<file path="src/psm_pkg.sv">
// shared constants for the power save mode controller
package psm_pkg;

    // ==========================================================
    // register map (byte addresses on the apb bus)
    // ==========================================================
    localparam int PSM_ADDR_W = 12;
    localparam logic [11:0] PSM_OFS_CLOCK_DIVISOR = 12'h000;
    localparam logic [11:0] PSM_OFS_MODULE_GATE = 12'h004;
    localparam logic [11:0] PSM_OFS_STATUS = 12'h008;

    // ==========================================================
    // clock_divisor_register fields
    // ==========================================================
    localparam int PSM_RESTORE_BIT = 15;
    localparam int PSM_RATIO_HI = 14;
    localparam int PSM_RATIO_LO = 12;
    localparam int PSM_DOZE_EN_BIT = 11;
    localparam logic [2:0] PSM_RATIO_RESET = 3'h0;
    localparam logic PSM_DOZE_EN_RESET = 1'b0;
    localparam logic PSM_RESTORE_RESET = 1'b0;

    // ==========================================================
    // module_clock_gate register and peripheral set
    // ==========================================================
    localparam int PSM_NUM_MODULES = 8;
    localparam logic [7:0] PSM_GATE_RESET = 8'h00;
    localparam logic [7:0] PSM_MOD_PRESENT = 8'h7F;
    localparam logic [7:0] PSM_MOD_EXT_CLOCK = 8'h03;

    // ==========================================================
    // status register fields and doze counter
    // ==========================================================
    localparam int PSM_STAT_MODE_LO = 0;
    localparam int PSM_STAT_DOZE_BIT = 2;
    localparam int PSM_STAT_OSC_LO = 4;
    localparam int PSM_DOZE_CNT_W = 7;

    // ==========================================================
    // controller states
    // ==========================================================
    typedef enum logic [2:0] {
        PSM_ST_RUN = 3'b000,
        PSM_ST_ENTER_IDLE = 3'b001,
        PSM_ST_IDLE = 3'b010,
        PSM_ST_ENTER_SLEEP = 3'b011,
        PSM_ST_SLEEP = 3'b100
    } psm_state_type;

endpackage : psm_pkg

</file>
<file path="src/psm_power_save_ctrl.sv">
// power save mode controller: sleep, idle, doze and per-module clock gating
//
// Added by the designer: the register addresses and the APB slave port.
`timescale 1ns/100ps
`default_nettype none

// Behaviour
// sleep or idle only via power save instruction
// sleep stops clocks and all execution
// idle halts cpu, peripherals keep running
// wake on enabled interrupt, timeout or reset
// sleep shuts down system oscillator
// clock failure monitor inactive in sleep
// low power rc runs in sleep if watchdog
// watchdog cleared just before sleep entry
// sleep disables system clocked peripherals only
// resume with oscillator active at sleep entry
// idle entry stops cpu, clears watchdog
// idle keeps oscillator, gated modules stay off
// idle rc clock runs for watchdog or monitor
// idle wake reapplies cpu clock at once; with doze on and ratio code above 0 the first cpu enable comes later
// interrupt during entry deferred, then wakes
// doze slows only the cpu clock
// bit 11 enables doze
// bits 14:12 ratio, 1:1 to 1:128
// bit 15 lets interrupts restore speed
// gated module loses clocks and registers
// module runs only if present and ungated
// gate changes act one cycle later
// ratio code n divides by two to n
module psm_power_save_ctrl
    import psm_pkg::*;
(
    input wire logic CLOCK, // system clock, 50 mhz
    input wire logic RST, // synchronous reset, active high
    input wire logic PSEL, // apb select
    input wire logic PENABLE, // apb access phase
    input wire logic PWRITE, // apb write when high
    input wire logic [11:0] PADDR, // apb byte address
    input wire logic [31:0] PWDATA, // apb write data
    output logic [31:0] PRDATA, // apb read data
    output logic PREADY, // apb ready
    output logic PSLVERR, // apb error on unmapped address
    input wire logic PWRSAVE_EXEC, // power save instruction executes (pulse)
    input wire logic PWRSAVE_SLEEP, // instruction operand: 1 sleep, 0 idle
    input wire logic IRQ_PENDING, // an individually enabled interrupt is pending
    input wire logic WDT_TIMEOUT, // watchdog time-out pulse
    input wire logic WDT_ENABLE, // watchdog enabled level
    input wire logic CLOCK_FAILURE_MONITOR_ENABLE, // clock failure monitor enabled level
    input wire logic [2:0] NEXT_OSC_SELECT, // oscillator source now in use
    output logic CPU_CLK_EN, // cpu clock enable pulse
    output logic SYSOSC_ENABLE, // system oscillator may run
    output logic CLOCK_FAILURE_MONITOR_ACTIVE, // clock failure monitor active
    output logic LOW_POWER_RC_CLOCK_RUN, // low power rc clock must run
    output logic WDT_CLEAR, // clear watchdog counter (pulse)
    output logic WAKE, // wake up event (pulse)
    output logic WAKE_TO_ISR, // wake was caused by an interrupt
    output logic [2:0] RESUME_OSC_SEL, // oscillator to restart after sleep
    output logic [7:0] MODULE_CLK_EN, // per module clock enable
    output logic [7:0] MODULE_REG_EN // per module register access enable
);

    // ==========================================================
    // helper functions
    // ==========================================================
    // divisor minus one for a ratio code, shared by the doze counter and the cpu enable
    function automatic logic [6:0] doze_last(input logic [2:0] ratio);
        logic [7:0] div;
        div = 8'h01 << ratio;
        return 7'(div - 8'h01);
    endfunction : doze_last

    // ==========================================================
    // declarations
    // ==========================================================
    psm_state_type state_reg; // controller mode
    psm_state_type state_next; // next controller mode
    logic doze_en_reg; // reduced_cpu_clock_enable
    logic [2:0] ratio_reg; // doze ratio code
    logic restore_reg; // restore_speed_on_interrupt
    logic [7:0] gate_reg; // module_clock_gate bits, 1 = off
    logic [6:0] doze_cnt_reg; // cpu divider phase
    logic [2:0] osc_reg; // oscillator captured at sleep entry
    logic wake_now; // a wake source is present
    logic setup_phase; // apb setup cycle
    logic wr_access; // apb write takes effect this edge
    logic [31:0] rd_mux; // read data for the current address
    logic addr_ok; // address maps to a register
    logic [7:0] gate_wdata; // gate bits from the bus
    logic cpu_en_next; // next cpu enable pulse
    logic in_sleep_next; // next state is sleep or its entry
    logic halted_next; // next state has the cpu stopped

    // ==========================================================
    // apb slave: one setup cycle, ready in the first access cycle
    // ==========================================================
    assign setup_phase = PSEL && !PENABLE;
    assign wr_access = PSEL && PENABLE && PREADY && PWRITE;
    assign gate_wdata = PWDATA[7:0];

    // read decode, reserved bits read as zero
    always_comb begin
        rd_mux = 32'h0000_0000;
        addr_ok = 1'b1;
        case (PADDR)
            PSM_OFS_CLOCK_DIVISOR: begin
                rd_mux[PSM_RESTORE_BIT] = restore_reg;
                rd_mux[PSM_RATIO_HI:PSM_RATIO_LO] = ratio_reg;
                rd_mux[PSM_DOZE_EN_BIT] = doze_en_reg;
            end
            PSM_OFS_MODULE_GATE: begin
                rd_mux[7:0] = gate_reg;
            end
            PSM_OFS_STATUS: begin
                rd_mux[PSM_STAT_MODE_LO +: 3] = state_reg;
                rd_mux[PSM_STAT_DOZE_BIT] = doze_en_reg;
                rd_mux[PSM_STAT_OSC_LO +: 3] = osc_reg;
            end
            default: begin
                addr_ok = 1'b0; // unmapped: zero data and an error
            end
        endcase
    end

    // answer registers, loaded in the setup cycle
    always_ff @(posedge CLOCK) begin
        if (RST) begin
            PREADY <= 1'b0;
            PRDATA <= 32'h0000_0000;
            PSLVERR <= 1'b0;
        end else begin
            PREADY <= setup_phase;
            PRDATA <= (setup_phase && !PWRITE) ? rd_mux : 32'h0000_0000;
            PSLVERR <= setup_phase && !addr_ok;
        end
    end

    // ==========================================================
    // clock divisor register, with restore on interrupt
    // ==========================================================
    // the hardware clear wins over a same-cycle write, so a pending
    // interrupt cannot be stranded at the slow rate by software
    always_ff @(posedge CLOCK) begin
        if (RST) begin
            doze_en_reg <= PSM_DOZE_EN_RESET;
            ratio_reg <= PSM_RATIO_RESET;
            restore_reg <= PSM_RESTORE_RESET;
        end else begin
            if (wr_access && PADDR == PSM_OFS_CLOCK_DIVISOR) begin
                doze_en_reg <= PWDATA[PSM_DOZE_EN_BIT];
                ratio_reg <= PWDATA[PSM_RATIO_HI:PSM_RATIO_LO];
                restore_reg <= PWDATA[PSM_RESTORE_BIT];
            end
            if (restore_reg && IRQ_PENDING) begin
                doze_en_reg <= 1'b0;
            end
        end
    end

    // module gate register, reset to all enabled
    always_ff @(posedge CLOCK) begin
        if (RST) begin
            gate_reg <= PSM_GATE_RESET;
        end else if (wr_access && PADDR == PSM_OFS_MODULE_GATE) begin
            gate_reg <= gate_wdata;
        end
    end

    // ==========================================================
    // mode state machine
    // ==========================================================
    assign wake_now = IRQ_PENDING || WDT_TIMEOUT;

    // entry states hold off any wake so entry always completes
    always_comb begin
        state_next = state_reg;
        case (state_reg)
            PSM_ST_RUN: begin
                if (PWRSAVE_EXEC) begin
                    state_next = PWRSAVE_SLEEP ? PSM_ST_ENTER_SLEEP : PSM_ST_ENTER_IDLE;
                end
            end
            PSM_ST_ENTER_IDLE: begin
                state_next = PSM_ST_IDLE;
            end
            PSM_ST_ENTER_SLEEP: begin
                state_next = PSM_ST_SLEEP;
            end
            PSM_ST_IDLE, PSM_ST_SLEEP: begin
                if (wake_now) begin
                    state_next = PSM_ST_RUN;
                end
            end
            default: begin
                state_next = PSM_ST_RUN;
            end
        endcase
    end

    // state register; a device reset always returns to run
    always_ff @(posedge CLOCK) begin
        if (RST) begin
            state_reg <= PSM_ST_RUN;
        end else begin
            state_reg <= state_next;
        end
    end

    // wake pulse and its cause for the cpu
    always_ff @(posedge CLOCK) begin
        if (RST) begin
            WAKE <= 1'b0;
            WAKE_TO_ISR <= 1'b0;
        end else begin
            WAKE <= 1'b0;
            if ((state_reg == PSM_ST_IDLE || state_reg == PSM_ST_SLEEP) && wake_now) begin
                WAKE <= 1'b1;
                WAKE_TO_ISR <= IRQ_PENDING;
            end
        end
    end

    // oscillator capture at sleep entry, held through sleep
    always_ff @(posedge CLOCK) begin
        if (RST) begin
            osc_reg <= 3'h0;
        end else if (state_reg == PSM_ST_RUN && state_next == PSM_ST_ENTER_SLEEP) begin
            osc_reg <= NEXT_OSC_SELECT;
        end
    end
    assign RESUME_OSC_SEL = osc_reg;

    // ==========================================================
    // doze divider for the cpu enable
    // ==========================================================
    // the divider restarts whenever doze is off, so the first slow
    // pulse comes a full period after doze is enabled
    always_ff @(posedge CLOCK) begin
        if (RST) begin
            doze_cnt_reg <= 7'h00;
        end else if (!doze_en_reg || state_reg != PSM_ST_RUN) begin
            doze_cnt_reg <= 7'h00;
        end else if (doze_cnt_reg >= doze_last(ratio_reg)) begin
            doze_cnt_reg <= 7'h00;
        end else begin
            doze_cnt_reg <= 7'(doze_cnt_reg + 7'h01);
        end
    end

    assign halted_next = state_next != PSM_ST_RUN;
    assign in_sleep_next = state_next == PSM_ST_ENTER_SLEEP || state_next == PSM_ST_SLEEP;
    // only the cpu enable is divided; peripherals see every cycle
    assign cpu_en_next = !halted_next && (!doze_en_reg || doze_cnt_reg >= doze_last(ratio_reg));

    // ==========================================================
    // clock and power outputs
    // ==========================================================
    always_ff @(posedge CLOCK) begin
        if (RST) begin
            CPU_CLK_EN <= 1'b1;
            SYSOSC_ENABLE <= 1'b1;
            CLOCK_FAILURE_MONITOR_ACTIVE <= 1'b0;
            LOW_POWER_RC_CLOCK_RUN <= 1'b0;
            WDT_CLEAR <= 1'b0;
        end else begin
            CPU_CLK_EN <= cpu_en_next;
            SYSOSC_ENABLE <= !in_sleep_next;
            CLOCK_FAILURE_MONITOR_ACTIVE <= CLOCK_FAILURE_MONITOR_ENABLE && !in_sleep_next;
            // rc clock: watchdog only in sleep, either user otherwise
            LOW_POWER_RC_CLOCK_RUN <= in_sleep_next ? WDT_ENABLE : (WDT_ENABLE || CLOCK_FAILURE_MONITOR_ENABLE);
            WDT_CLEAR <= WDT_ENABLE && (state_next == PSM_ST_ENTER_SLEEP ||
                                        state_next == PSM_ST_ENTER_IDLE);
        end
    end

    // ==========================================================
    // module gating, one cycle behind the gate register
    // ==========================================================
    // modules on an external clock survive sleep; absent ones never run
    always_ff @(posedge CLOCK) begin
        if (RST) begin
            MODULE_CLK_EN <= PSM_MOD_PRESENT;
            MODULE_REG_EN <= PSM_MOD_PRESENT;
        end else begin
            MODULE_REG_EN <= ~gate_reg & PSM_MOD_PRESENT;
            MODULE_CLK_EN <= ~gate_reg & PSM_MOD_PRESENT &
                             (in_sleep_next ? PSM_MOD_EXT_CLOCK : 8'hFF);
        end
    end
endmodule : psm_power_save_ctrl

`default_nettype wire

</file>
<file path="config.mk">
export PLATFORM = sky130hd
export DESIGN_NAME = psm_power_save_ctrl
export DESIGN_NICKNAME = d
export VERILOG_FILES = /design/src/psm_pkg.sv /design/src/psm_power_save_ctrl.sv
export SDC_FILE = /design/constraint.sdc
export NUM_CORES = 1
export LEC_CHECK = 0
export BUFFER_PORTS_ARGS = -buffer_cell sky130_fd_sc_hd__buf_2
export CAP_MARGIN = 15
export CELL_PAD_IN_SITES_DETAIL_PLACEMENT = 2
export CELL_PAD_IN_SITES_GLOBAL_PLACEMENT = 2
export CORE_MARGIN = 4
export CORE_UTILIZATION = 28
export DETAILED_ROUTE_END_ITERATION = 7
export PLACE_DENSITY = 0.82
export SYNTH_ARGS = -nofsm -noshare
export SYNTH_HDL_FRONTEND = slang
export SYNTH_SLANG_ARGS = --single-unit
</file>
<file path="constraint.sdc">
create_clock -name CLOCK -period 4.42 [get_ports CLOCK]
set_input_delay 0.442 -clock CLOCK [delete_from_list [all_inputs] [get_ports CLOCK]]
set_output_delay 0.442 -clock CLOCK [all_outputs]
set_load 0.01 [all_outputs]
</file>
==> results by group <==
Run status
  • Outcome: finished, final reports clean

Place
  • Hpwl dp: 5.17 mm
  • RD Place Congestion: a little over 0.7
  • Post-place setup slack: 2.46 ns
  • DP Cell Count: 425
  • Port Buffers: 77

Global route
  • First-pass GRT wire length: roughly 11 mm
  • Gr ovfl total: 0
  • Global-route usage over all layers: 0.134
  • Initial antenna violation count: 0
  • Pin count of the biggest net entering global routing: 28
  • Vias in the first global route: 2,144

Critical path
  • Worst setup SP type: register
  • Top delay family on crit path: compound AO/OA/AOI/OAI gates
  • Max FO, Critical Path: 8
  • CP Capture Type: register
  • Crit. Startpoint: ratio_reg[1]$_SDFFE_PP0P_
  • Critical path class: reg2reg
  • CP Cell Sequence: nand2_1 -> ha_1 -> and3_1 -> a221oi_1 -> o211ai_1 -> nor2_1
  • Crit-path slowest cell: dfxtp_1
  • Arr. time, crit path: 2.22 ns
  • FF-to-FF Start: ratio_reg[1]$_SDFFE_PP0P_
  • CP bufs+invs: 0
  • Crit-path max cell delay: 0.46 ns
  • Critical Path RT: 4.68 ns

Floorplanning
  • Placement Rows: 34
  • Initial Utilization: 0.286
  • # IOs: 118
  • Core Footprint: 8680 µm²
  • Chip width: 102 µm
  • Die height: 102 µm
  • Die area: 10,400 µm²

Clock network
  • Num CTS Buffers: 9
  • Clk buf depth: 2
  • Clock Sink Count: 60
  • Post-CTS sizing: 0
  • Post-CTS Setup Bufs: 0
  • Skew-Pair Late Insertion Delay: 0.34 ns
  • Clock Pin Slew Worst Setup and Hold Paths: around 0.07 ns
  • Root buf cell: clkbuf_8
  • Post-CTS Hold Fix Bufs: 0
  • TritonCTS clock tree: done
  • # H-tree levels: 3

Route
  • DRT iter0 DRCs: 34
  • Routed Antenna Nets: 0
  • Routed length per instance: 15.4 µm
  • Total number of vias: roughly 2,000
  • Final WL: roughly 6.8 mm
  • Initial DRT Pass Iterations: 4
  • Routed vias/inst: 4.60
  • DRC violations left: 0

Finish
  • Most common cell after layout, fill and taps aside: buf_2
  • Nets: 394
  • Commonest non-fill, non-tap cells in the layout: buf_2 (77), dfxtp_1 (60), nor2_1 (31)
  • Number of flip-flops in the largest register: 13
  • Ant diodes: 0
  • Post-Layout Cell Count: 440
  • Fillers: between 1,000 and 1,500
  • Layout area overhead: 22.7%
  • Share of layout cells above drive strength 1: 0.307

Synthesis
  • Yosys warns: 0
  • Synth cell types: between 40 and 50
  • Top FF cell, synth: dfxtp_1
  • Mapped Area: 2480 µm²
  • Post-synthesis cell count: 251
  • FF+latch count, synth: 60
  • Post-synth ARST share: 0
  • Sequential share of the synthesized area: 0.484
  • Number of synthesized flops with an enable pin: 0
  • Syn_area_per_cell: 9.89 µm²

Hold path
  • Hold crit path type: in2reg
  • Hold Path Origin: PENABLE

STA
  • Worst Skew: a little over 0.01 ns
  • Post-route setup TNS: 0 ns
  • Fin crit share: 0.444
  • Worst-Margin Slew: 0.589 ns
  • Final worst setup slack: 2.46 ns
  • # setup viols final: 0
  • Fin crit period: a little under 2 ns
  • Final hold violations: 0
  • Max-slew headroom: 0.604
  • RSZ-0062 raised after global routing: false
  • Fin. max-slew vios: 0
  • Max frequency: roughly 500 MHz

Flow run
  • Max Cap Viol: 0

Power and ir drop
  • Power Internal: between 800 and 900 µW
  • Combinational power share: 0.078
  • PD cells: 359 nW/µm²
  • Static Leak: between 1 and 1.5 nW
  • Peak supply drop: 0.000168 V
  • Clock power share: 0.409
  • Net Switching: 281 µW
  • Sw Share: 0.257
  • Reg power frac: 0.513
  • Total power: between 1 and 1.5 mW
final timing paths:
check             slack, ns  cells after the start                     endpoint
setup / recovery       2.46                      6   doze_cnt_reg[0]$_SDFF_PP0_
hold / removal         0.33                      2            PREADY$_SDFF_PP0_
setup reg to reg       2.46                      6   doze_cnt_reg[0]$_SDFF_PP0_
hold reg to reg        0.41                      1  MODULE_REG_EN[0]$_SDFF_PP1_
cells by family after synthesis:
group           Yosys count  synth area share
compound gates           33            0.0852
xor+xnor                  6            0.0212
fa+ha+maj                 8            0.0403
buf+inv                  37            0.0927
flops                    60             0.484
mux                      13            0.0524
other cells               1           0.00151
simple gates             93             0.223
final cells by class:
| cell class | instances | area, µm² | share of cell area |
|---|---|---|---|
| Clock buffer | 11 | 151 | 0.0497 |
| Timing Repair Buffer | 77 | 385 | 0.126 |
| Tap cell | 108 | 135 | 0.0444 |
| Sequential cell | 60 | 1200 | 0.394 |
| Inverter | 6 | 22.5 | 0.00739 |
| Clock inverter | 4 | 25.0 | 0.00821 |
| Multi-Input combinational cell | 174 | 1130 | 0.370 |
cells in the mapped netlist (all sizes together) (7+ instances only):
master  number  share of area
mux2i       13          0.052
and3         7          0.018
dfxtp       60           0.48
buf         26          0.076
ha           8          0.040
nand2       19          0.029
a21oi       13          0.028
nor2        31          0.047
power by group through the flow:
stage | sequential, mW | combinational (mW) | clock, mW
after floorplan | 0.573 | 0.0575 | 0
after global placement | 0.572 | 0.0832 | 0
after detailed placement | 0.573 | 0.0859 | 0
after CTS | 0.561 | 0.0864 | 0.462
after global routing | 0.562 | 0.0955 | 0.491
final | 0.561 | 0.0854 | 0.447
stage by stage:
stage	cell area [µm²]	util	hold slack [ns]
after global placement	2870	0.331	0.400
final	3050	0.351	0.327
after floorplan	2560	-	0.370
after detailed placement	2870	0.331	0.400
after global routing	3050	0.351	0.317
after CTS	3050	0.351	0.309
per-layer routing:
layer | vias up | GRT usage | part of all wire
li1 | 973 | - | -
met1 | 976 | 0.158 | 0.42
met2 | 69 | 0.224 | 0.50
met3 | 8 | 0.0362 | 0.061
met4 | 0 | 0.0636 | 0.018
met5 | - | 0 | 0
No activity file was read; power rests on OpenSTA's default activity.
